### config.mk
export PLATFORM = sky130hd
export DESIGN_NAME = pwm_action_qualifier_ab
export DESIGN_NICKNAME = d
export VERILOG_FILES = /design/src/pwm_aq_pkg.sv /design/src/pwm_action_qualifier_ab.sv /design/src/pwm_output_qualifier.sv
export SDC_FILE = /design/constraint.sdc
export NUM_CORES = 1
export LEC_CHECK = 0
export ABC_AREA = 1
export BUFFER_PORTS_ARGS = -buffer_cell sky130_fd_sc_hd__clkbuf_2
export CORE_UTILIZATION = 35
export CTS_CLUSTER_DIAMETER = 80
export DETAILED_ROUTE_END_ITERATION = 16
export GPL_TIMING_DRIVEN = 0
export PLACE_DENSITY_LB_ADDON = 0.15
export SYNTH_ARGS = -nofsm -noshare
export SYNTH_HDL_FRONTEND = slang
export SYNTH_HIERARCHICAL = 1
export SYNTH_SLANG_ARGS = --single-unit
### constraint.sdc
create_clock -name clk_i -period 5.85 [get_ports clk_i]
set_clock_uncertainty 0.2 [all_clocks]
set_input_delay 0.585 -clock clk_i [delete_from_list [all_inputs] [get_ports clk_i]]
set_output_delay 0.585 -clock clk_i [all_outputs]
set_load 0.03 [all_outputs]
### src/pwm_aq_pkg.sv
// shared constants and types of the pwm action qualifier
package pwm_aq_pkg;
  localparam int          CTR_W_DEFAULT  = 16;
  localparam int          REG_W          = 16;
  localparam int          ACT_W          = 2;
  localparam int          ACTIONS_W      = 12;
  localparam int          BUS_W          = 32;
  localparam logic [31:0] ADDR_OUT_A     = 32'h0000_0000;
  localparam logic [31:0] ADDR_OUT_B     = 32'h0000_0004;
  localparam int          ZERO_LSB       = 0;
  localparam int          PERIOD_LSB     = 2;
  localparam int          COMPARE_A_VALUE_UP_LSB    = 4;
  localparam int          COMPARE_A_VALUE_DOWN_LSB  = 6;
  localparam int          COMPARE_B_VALUE_UP_LSB    = 8;
  localparam int          COMPARE_B_VALUE_DOWN_LSB  = 10;
  localparam logic [ACTIONS_W-1:0] ACTIONS_RESET = 12'h000;
  localparam logic        DIR_UP         = 1'b1;
  localparam logic        DIR_DOWN       = 1'b0;
  localparam logic        HRESP_OKAY     = 1'b0;
  localparam logic        OUT_RESET      = 1'b0;
  localparam int          EVT_ZERO       = 0;
  localparam int          EVT_PERIOD     = 1;
  localparam int          EVT_COMPARE_A_VALUE       = 2;
  localparam int          EVT_COMPARE_B_VALUE       = 3;
  localparam int          EVT_N          = 4;

  typedef enum logic [ACT_W-1:0] {
    ACT_HOLD   = 2'h0,
    ACT_CLEAR  = 2'h1,
    ACT_SET    = 2'h2,
    ACT_TOGGLE = 2'h3
  } action_t;
endpackage

### src/pwm_action_qualifier_ab.sv
// action qualifier for outputs a and b with an ahb-lite register slave
//
// Implementation choices: the placing of the registers and the AHB-Lite register port.
`timescale 1ns/100ps
// Function
// - two-bit action: 00 hold, 01 low, 10 high, 11 invert output.
// - toggle drives a low output high and a high output low.
// - bits 11-10 pick the action on compare b match counting down.
// - bits 9-8 pick the action on compare b match counting up.
// - bits 7-6 pick the action on compare a match counting down.
// - bits 5-4 pick the action on compare a match counting up.
// - bits 3-2 pick the action on counter equal to period.
// - bits 1-0 pick the action on counter equal to zero.
// - in up-down mode, direction counts as down at period.
// - in up-down mode, direction counts as up at zero.
// - first register steers only output a, second only output b.
// - bits 15-12 read zero and ignore writes.
module pwm_action_qualifier_ab
  import pwm_aq_pkg::*;
#(
  parameter int CTR_W = CTR_W_DEFAULT
)(
  input  wire logic             clk_i,
  input  wire logic             rst_i,
  input  wire logic             hsel_i,
  input  wire logic [31:0]      haddr_i,
  input  wire logic [1:0]       htrans_i,
  input  wire logic             hwrite_i,
  input  wire logic [2:0]       hsize_i,
  input  wire logic [BUS_W-1:0] hwdata_i,
  input  wire logic             hready_i,
  output logic                  hreadyout_o,
  output logic                  hresp_o,
  output logic [BUS_W-1:0]      hrdata_o,
  input  wire logic [CTR_W-1:0] ctr_i,
  input  wire logic [CTR_W-1:0] period_i,
  input  wire logic [CTR_W-1:0] compare_a_value_i,
  input  wire logic [CTR_W-1:0] compare_b_value_i,
  input  wire logic             count_dir_i,
  input  wire logic             up_down_mode_i,
  output logic                  pwm_out_a_o,
  output logic                  pwm_out_b_o
);
  if (CTR_W < 1 || CTR_W > REG_W) begin : g_check
    $error("CTR_W must lie between 1 and 16");
  end

  typedef struct packed {
    logic [ACTIONS_W-1:0] output_a_event_actions;
    logic [ACTIONS_W-1:0] output_b_event_actions;
    logic [EVT_N-1:0]     prev_match;
    logic                 wr_a;
    logic                 wr_b;
    logic                 hreadyout;
    logic                 hresp;
    logic [BUS_W-1:0]     hrdata;
  } top_state_t;

  top_state_t           state;
  top_state_t           next_state;
  logic [EVT_N-1:0]     match;
  logic [EVT_N-1:0]     hit;
  logic                 dir_eff;
  logic                 access;
  logic [ACTIONS_W-1:0] view_a;
  logic [ACTIONS_W-1:0] view_b;

  always_comb begin
    match[EVT_ZERO]   = (ctr_i == '0);
    match[EVT_PERIOD] = (ctr_i == period_i);
    match[EVT_COMPARE_A_VALUE]   = (ctr_i == compare_a_value_i);
    match[EVT_COMPARE_B_VALUE]   = (ctr_i == compare_b_value_i);
    // a held counter must not retrigger toggles every cycle
    hit = match & ~state.prev_match;
    dir_eff = count_dir_i;
    if (up_down_mode_i && match[EVT_ZERO]) begin
      dir_eff = DIR_UP;
    end else if (up_down_mode_i && match[EVT_PERIOD]) begin
      dir_eff = DIR_DOWN;
    end
  end

  always_comb begin
    next_state = state;
    next_state.prev_match = match;
    next_state.hreadyout  = 1'b1;
    next_state.hresp      = HRESP_OKAY;
    next_state.wr_a       = 1'b0;
    next_state.wr_b       = 1'b0;
    // data phase of a write: reserved bits are never stored
    if (state.wr_a) begin
      next_state.output_a_event_actions = hwdata_i[ACTIONS_W-1:0];
    end
    if (state.wr_b) begin
      next_state.output_b_event_actions = hwdata_i[ACTIONS_W-1:0];
    end
    // read bypass so a read right after a write sees the new value
    view_a = state.wr_a ? hwdata_i[ACTIONS_W-1:0] : state.output_a_event_actions;
    view_b = state.wr_b ? hwdata_i[ACTIONS_W-1:0] : state.output_b_event_actions;
    access = hsel_i && hready_i && htrans_i[1];
    if (access) begin
      next_state.hrdata = '0;
      if (hwrite_i) begin
        if (haddr_i == ADDR_OUT_A) begin
          next_state.wr_a = 1'b1;
        end else if (haddr_i == ADDR_OUT_B) begin
          next_state.wr_b = 1'b1;
        end
      end else begin
        if (haddr_i == ADDR_OUT_A) begin
          next_state.hrdata = {{(BUS_W-ACTIONS_W){1'b0}}, view_a};
        end else if (haddr_i == ADDR_OUT_B) begin
          next_state.hrdata = {{(BUS_W-ACTIONS_W){1'b0}}, view_b};
        end
      end
    end
  end

  always_ff @(posedge clk_i) begin
    if (rst_i) begin
      state.output_a_event_actions <= ACTIONS_RESET;
      state.output_b_event_actions <= ACTIONS_RESET;
      state.prev_match             <= '0;
      state.wr_a                   <= 1'b0;
      state.wr_b                   <= 1'b0;
      state.hreadyout              <= 1'b1;
      state.hresp                  <= HRESP_OKAY;
      state.hrdata                 <= '0;
    end else begin
      state <= next_state;
    end
  end

  // each output sees only its own register
  pwm_output_qualifier u_qual_a (
    .clk_i           (clk_i),
    .rst_i           (rst_i),
    .actions_i       (state.output_a_event_actions),
    .zero_hit_i      (hit[EVT_ZERO]),
    .period_hit_i    (hit[EVT_PERIOD]),
    .compare_a_value_up_hit_i   (hit[EVT_COMPARE_A_VALUE] && dir_eff == DIR_UP),
    .compare_a_value_down_hit_i (hit[EVT_COMPARE_A_VALUE] && dir_eff == DIR_DOWN),
    .compare_b_value_up_hit_i   (hit[EVT_COMPARE_B_VALUE] && dir_eff == DIR_UP),
    .compare_b_value_down_hit_i (hit[EVT_COMPARE_B_VALUE] && dir_eff == DIR_DOWN),
    .out_o           (pwm_out_a_o)
  );

  pwm_output_qualifier u_qual_b (
    .clk_i           (clk_i),
    .rst_i           (rst_i),
    .actions_i       (state.output_b_event_actions),
    .zero_hit_i      (hit[EVT_ZERO]),
    .period_hit_i    (hit[EVT_PERIOD]),
    .compare_a_value_up_hit_i   (hit[EVT_COMPARE_A_VALUE] && dir_eff == DIR_UP),
    .compare_a_value_down_hit_i (hit[EVT_COMPARE_A_VALUE] && dir_eff == DIR_DOWN),
    .compare_b_value_up_hit_i   (hit[EVT_COMPARE_B_VALUE] && dir_eff == DIR_UP),
    .compare_b_value_down_hit_i (hit[EVT_COMPARE_B_VALUE] && dir_eff == DIR_DOWN),
    .out_o           (pwm_out_b_o)
  );

  assign hreadyout_o = state.hreadyout;
  assign hresp_o     = state.hresp;
  assign hrdata_o    = state.hrdata;
endmodule

### src/pwm_output_qualifier.sv
// one output's action selection and output flop
`timescale 1ns/100ps
module pwm_output_qualifier
  import pwm_aq_pkg::*;
(
  input  wire logic                 clk_i,
  input  wire logic                 rst_i,
  input  wire logic [ACTIONS_W-1:0] actions_i,
  input  wire logic                 zero_hit_i,
  input  wire logic                 period_hit_i,
  input  wire logic                 compare_a_value_up_hit_i,
  input  wire logic                 compare_a_value_down_hit_i,
  input  wire logic                 compare_b_value_up_hit_i,
  input  wire logic                 compare_b_value_down_hit_i,
  output logic                      out_o
);
  typedef struct packed {
    logic out;
  } q_state_t;

  q_state_t state;
  q_state_t next_state;
  action_t  sel;

  function automatic action_t field(input logic [ACTIONS_W-1:0] a, input int lsb);
    field = action_t'(a[lsb +: ACT_W]);
  endfunction

  always_comb begin
    // later events with a non-hold action override earlier ones: compare b has the last word
    sel = ACT_HOLD;
    if (zero_hit_i) begin
      sel = field(actions_i, ZERO_LSB);
    end
    if (period_hit_i && field(actions_i, PERIOD_LSB) != ACT_HOLD) begin
      sel = field(actions_i, PERIOD_LSB);
    end
    if (compare_a_value_up_hit_i && field(actions_i, COMPARE_A_VALUE_UP_LSB) != ACT_HOLD) begin
      sel = field(actions_i, COMPARE_A_VALUE_UP_LSB);
    end
    if (compare_a_value_down_hit_i && field(actions_i, COMPARE_A_VALUE_DOWN_LSB) != ACT_HOLD) begin
      sel = field(actions_i, COMPARE_A_VALUE_DOWN_LSB);
    end
    if (compare_b_value_up_hit_i && field(actions_i, COMPARE_B_VALUE_UP_LSB) != ACT_HOLD) begin
      sel = field(actions_i, COMPARE_B_VALUE_UP_LSB);
    end
    if (compare_b_value_down_hit_i && field(actions_i, COMPARE_B_VALUE_DOWN_LSB) != ACT_HOLD) begin
      sel = field(actions_i, COMPARE_B_VALUE_DOWN_LSB);
    end
    next_state = state;
    case (sel)
      ACT_CLEAR:  next_state.out = 1'b0;
      ACT_SET:    next_state.out = 1'b1;
      ACT_TOGGLE: next_state.out = ~state.out;
      default:    next_state.out = state.out;
    endcase
  end

  always_ff @(posedge clk_i) begin
    if (rst_i) begin
      state.out <= OUT_RESET;
    end else begin
      state <= next_state;
    end
  end

  assign out_o = state.out;
endmodule

==> results of run 1 <==
logic make-up (layout without fill, tap and decap cells):
group	after synthesis	in the layout	share of synthesized area (%)
compound gates	61	61	10.18
xor+xnor	40	40	10.88
buf+inv	93	230	15.43
flops	44	44	27.36
other cells	2	22	0.2333
simple gates	265	265	35.91
cells in the mapped netlist, drive strengths merged:
master  count
clkbuf      5
nand4      10
or3b        1
dfxtp      44
nor2       84
or2         4
nand3b     16
conb        2
nand3      15
o21ai      32
xor2       12
xnor2      28
buf        41
inv        47
a21oi      29
nand2     132
nor4        3
worst max-delay path: stages:
cell and delay, ns:
clkbuf_2 0.13, nor4_1 0.50, nand4_1 0.23, a21oi_1 0.50, nand3_1 0.14, inv_1 0.07, nor2_1 0.04, nand2_1 0.06
nand2_1 0.07, nand2_1 0.06, nand2_1 0.05, a21oi_1 0.14, nor2_1 0.05
sequential cells by signal, summed over array words and instances, names as in the netlist:
register	flops
u_qual_b/out_o	1
hrdata_o	12
state	30
u_qual_a/out_o	1
path summary, 6_finish.rpt:
kind                             startpoint        endpoint  slack, ns  cells past startpoint
worst max-delay path               ctr_i[0]  u_qual_b/out_o       3.22                     13
worst max register to register    state[38]  u_qual_b/out_o       3.99                     11
worst min register to register  hrdata_o[0]     hrdata_o[0]       0.27                      2
worst min-delay path            hrdata_o[0]     hrdata_o[0]       0.27                      2
stage by stage:
stage	worst slack [ns]	util (%)	hold WS (ns)
after global routing	2.996	47.30	0.2866
after CTS	3.271	47.30	0.2712
after global placement	2.981	46.28	0.2598
after floorplan	3.437	-	0.2457
final	3.222	47.30	0.2663
after detailed placement	2.954	46.28	0.2588
layout make-up:
type                       instances  area share [%]
tap                              108           3.244
buffer                            46           7.690
clock buffer                       8           2.163
inverter                          47           4.236
multi-input combinational        388           46.02
timing repair buffer             129           15.50
sequential                        44           21.15
power by group through the flow:
stage	sequential [mW]	combinational [mW]	clock, mW
2_1_floorplan	0.306	0.0771	0
5_1_grt	0.299	0.149	0.216
4_1_cts	0.299	0.135	0.203
3_5_place_dp	0.306	0.135	0
3_3_place_gp	0.306	0.132	0
6_report	0.299	0.135	0.196
layer usage:
metal  track usage [%]  share of wire, %
met3             2.434               5.1
met4             3.730              0.44
met1             22.79                46
met5                 0                 0
met2             31.91                48
==> results.toml, run 1 <==
[outcome]
status = "complete, but fails checks"
failed_checks = "design-rule violations"

[sta]
worst_slew_pin_slew_ns = 0.5329
drv_slew = 0
fin_crit_ns = 2.628
fmax_mhz = 380.5
hold_viol = 0
tns_ns = 0
maxSlewHeadroom_pct = 64.47
period_share_pct = 44.92
rsz0062_at_grt = "no"
setup_viol = 0

[clock_tree]
ctsResizeCount = 0
htree_levels = 2
clkTransAtPathRegs_ns = 0.08
cts_tree = "yes"
cts_buffers = 5
clkSinkCount = 44
cts_root_buf = "clkbuf_8"
clk_latency_ns = 0.29
cts_buffer_depth = 2
postCtsSetupBuffers = 0
hold_buffers = 0

[synth]
ys_top_cells_by_area = "dfxtp_1 27%, nand2_1 15%, nor2_1 9.2%, buf_4 8.4%, xnor2_1 7.6%"
syn_inst = 505
synth_top_area_share_pct = 27.36
synth.cell_area_sq_um = 3219
ys_types = 28
synth_area_leader_cell = "dfxtp_1"
ys_ff_latch = 44
ys_seq_area_share_pct = 27.36
synth_warnings = 6
syn_area_per_cell_sq_um = 6.375

[finish]
drive_above_1_share_pct = 30.36
multiInputGateArea_sq_um = 1917
num_antenna_cells = 0
final_nets = 801
fin_cells = 770
most-common-layout-cells = "129 x nand2_1, 129 x clkbuf_2, 79 x nor2_1"
ff_latch_area_sq_um = 880.8
syn_to_final_growth_pct = 29.38
n_fill_cell = 950
design_area_sq_um = 4165

[critical_path]
critPathKind = "primary input to flip-flop"
cp_max_fo = 6
end_kind = "flip-flop"
required_ns = 5.84
arrival_ns = 2.62
cp-start-kind = "primary input"

[global_route]
overflow = 0
grt_max_degree = 13
antenna_found_initial = 0
grt_pass1_wl_mm = 14.12
grt_pass1_vias = 3258
grt_usage_pct = 17.86

[power]
irDropWorstVdd_uv = 76.94
total_power_mw = 0.6300
p_clk_share_pct = 31.2
sw_frac_of_total_pct = 27.18
p_leak_nw = 2.186
seqPwrFrac_pct = 47.5
pwr-share-comb_pct = 21.4
p_int_mw = 0.4587
power.density_nw_per_um2 = 151.2
switching_power_mw = 0.1712

[run]
cap_violations = 0

[worst_hold_path]
hold_class = "flip-flop to flip-flop"

[floorplanning]
core_sq_um = 8806
start_util_pct = 36.56
fp-row-count = 34
num_io_pins = 176
die_y_microns = 97.91
die-area_sq_um = 9585
chipWidth_microns = 97.91

[detailed_routing]
drt-vias-per-instance = 4.470
vias = 3442
drc = 5
firstDrtPassIters = 10
drtIter0Drc = 100
ant_nets = 0
finalWirelength_mm = 8.129
wl_per_cell_microns = 10.56

[placement]
place_area_sq_um = 4075
place_congestion = 0.8117
io_buffers = 129
place_hpwl_mm = 6.982
numPlacedInstances = 762
Note: power is estimated with default switching activity, not from simulation.
==> run 2: changes to the inputs <==
--- a/config.mk
+++ b/config.mk
@@ -5,7 +5,7 @@
 export SDC_FILE = /design/constraint.sdc
 export NUM_CORES = 1
 export LEC_CHECK = 0
-export ABC_AREA = 1
+export ABC_AREA = 0
 export BUFFER_PORTS_ARGS = -buffer_cell sky130_fd_sc_hd__clkbuf_2
 export CORE_UTILIZATION = 35
 export CTS_CLUSTER_DIAMETER = 80
==> constraint.sdc (replaced) <==
create_clock -name clk_i -period 2.5 [get_ports clk_i]
set_clock_uncertainty 0.2 [all_clocks]
set_input_delay 0.25 -clock clk_i [delete_from_list [all_inputs] [get_ports clk_i]]
set_output_delay 0.25 -clock clk_i [all_outputs]
set_load 0.03 [all_outputs]
==> run 2 against run 1 <==
The flow finishes with violations (negative setup slack). Synthesized area is 9.3% lower. Flip-flop and latch count unchanged. Sequential share of layout area is 0.20 points higher. Critical path type unchanged. Largest cell class unchanged.
==> results.toml, run 2 <==
[finish]
layout_commonest_cell = "clkbuf_2"
final_nets = 642
design_area_sq_um = 4126
drive_above_1_share_pct = 43.54
largest_register_ff_count = 30
num_antenna_cells = 0
final_util_pct = 52.32
most-common-layout-cells = "113 x clkbuf_2, 44 x dfxtp_1, 43 x buf_4"
largest_register = "state"
syn_to_final_growth_pct = 41.36
fin_cells = 605

[floorplanning]
core_sq_um = 7888
die_y_microns = 93.33
num_io_pins = 176
chipWidth_microns = 93.33
fp-row-count = 32
start_util_pct = 37.01
die-area_sq_um = 8710

[global_route]
grt_usage_pct = 18.37
overflow = 0
grt_pass1_vias = 2686
grt_pass1_wl_mm = 12.53
grt_max_degree = 14
antenna_found_initial = 0

[detailed_routing]
finalWirelength_mm = 7.933
firstDrtPassIters = 4
ant_nets = 0
drc = 0
wl_per_cell_microns = 13.11
vias = 2887
drtIter0Drc = 105
drt-vias-per-instance = 4.772

[synth]
ys_ff_latch = 44
synth_warnings = 6
ys_top_cells_by_area = "dfxtp_1 30%, mux2i_1 8.9%, buf_4 8.7%, xnor2_1 7.8%, xor2_1 6.6%"
syn_inst = 340
synth.cell_area_sq_um = 2919
synth_area_leader_cell = "dfxtp_1"
ys_types = 38
synthArstFlopShare_pct = 0
synthFlopType = "dfxtp_1"
syn_area_per_cell_sq_um = 8.585
ys_seq_area_share_pct = 30.18
synth_edf_count = 0
synth_top_area_share_pct = 30.18
yosysMostFrequentCell = "dfxtp_1"
netlist_top_cells_count = "44 x dfxtp_1, 34 x buf_4, 32 x nor2_1, 27 x nand2_1"

[sta]
worst_slew_pin_slew_ns = 0.8720
period_share_pct = 100.7
fmax_mhz = 397.1
finalHoldWorstSlack_ns = 0.01886
rsz0062_at_grt = "yes"
setup_ws_ns = -0.01831
tns_ns = -0.03317
setup_viol = 2
maxSlewHeadroom_pct = 40.20
fin_crit_ns = 2.518
hold_viol = 0
drv_slew = 0

[placement]
place_area_sq_um = 3767
preCtsSetupSlack_ns = -0.5900
place_hpwl_mm = 6.550
numPlacedInstances = 590
place_congestion = 0.8567
io_buffers = 128

[run]
cap_violations = 0

[critical_path]
critPathKind = "primary input to flip-flop"
r2r_start = "state[35]"
end_kind = "flip-flop"
reg2reg_to = "hrdata_o[9]"
r2r_slack_ns = 0.66
required_ns = 2.50
slowest_delay_ns = 0.33
crit_start = "period_i[11]"
arrival_ns = 2.52
cp_max_fo = 4
cp_slowest_cell = "a2111oi_2"
cp-endpoint = "u_qual_b/out_o"
path_cells = "buf_6 -> xor2_2 -> nor4_2 -> nand4_1 -> a21oi_4 -> nor3b_4 -> nand2_2 -> a21boi_2 -> a311o_1 -> a2111oi_2"
cp-start-kind = "primary input"
reg2reg_depth = 6

[clock_tree]
cts_buffers = 5
cts_root_buf = "clkbuf_8"
clkTransAtPathRegs_ns = 0.08
cts_tree = "yes"
cts_buffer_depth = 2
clk_latency_ns = 0.29
clkSinkCount = 44
htree_levels = 2

[power]
p_leak_nw = 1.750
power.density_nw_per_um2 = 365.3
irDropWorstVdd_uv = 232.0
total_power_mw = 1.507

[outcome]
failed_checks = "negative setup slack"
status = "complete, but fails checks"

[worst_hold_path]
hold_class = "primary input to flip-flop"
-- run 2: cell count changes after synthesis, moves of 10 or more --
cell      before  now
xor2_1        12   22
inv_1         41    1
nand3b_1      16    4
nor4_1         3   15
nand2_1      129   27
nor2_1        79   32
o22a_1         0   10
o21ai_0       28   16
a21oi_1       25    1
mux2i_1        0   26
-- run 2: layout make-up --
class	instances	area, sq um
repair buffers	135	772.0
clock inverters	2	10.01
flip-flops and latches	44	880.8
well taps	102	127.6
inverters	1	3.754
multi-input cells	269	1939
clock buffers	6	82.58
plain buffers	46	310.3
fillers	772	3761
-- run 2: where the power goes --
part	switching (mW)	internal (mW)	total, mW	leakage, nW
registers	0.00000144	0.700	0.700	0.354
logic	0.176	0.169	0.346	1.35
clock network	0.241	0.221	0.462	0.0510
total	0.417	1.09	1.51	1.75
-- run 2: logic make-up (layout without fill, tap and decap cells) --
kind of cell / after synthesis / in the layout / synth area share (%)
AND/OR/NAND/NOR: 118 / 118 / 21.09
buffers and inverters: 47 / 190 / 10.76
AO/OA/AOI/OAI: 53 / 53 / 13.63
flip-flops: 44 / 44 / 30.18
other: 2 / 22 / 0.2573
XOR/XNOR: 48 / 48 / 14.40
multiplexers: 28 / 28 / 9.687
-- run 2: layer usage --
metal / routed length [microns] / vias up / global-route usage, %
li1: - / 1467 / -
met1: 3202 / 1285 / 20.94
met2: 4040 / 120 / 34.44
met3: 520 / 15 / 3.252
met4: 170 / 0 / 5.641
met5: 0 / - / 0
-- run 2: critical path: cells and delay by family --
kind | cells | cell delay, ns
AOI/OAI and AO/OA | 4 | 1.05
and+or+nand+nor | 4 | 0.96
xor gates and xnor gates | 1 | 0.17
buffers and inverters | 1 | 0.10
-- run 2: worst min-delay path by stage --
stage	slack [ns]	end	from	depth (start not counted)
floorplan	0.12	u_qual_a/out_o	rst_i	1
finish	0.02	state[42]	hwdata_i[2]	3
global route	0.02	state[53]	hwdata_i[1]	3
CTS	0.02	state[40]	hwdata_i[0]	3
detailed placement	0.24	hrdata_o[5]	hrdata_o[5]	2
global placement	0.24	hrdata_o[10]	hrdata_o[10]	2
-- run 2: what timing repair did --
item / 4_1_cts / 5_1_grt
hold endpoints to repair: 1 / 0
hold buffers: 1 / 0
setup buffers: 2 / 4
pin swaps: 10 / 25
endpoints found under the setup margin: 2 / 2
gates resized for setup: 10 / 64
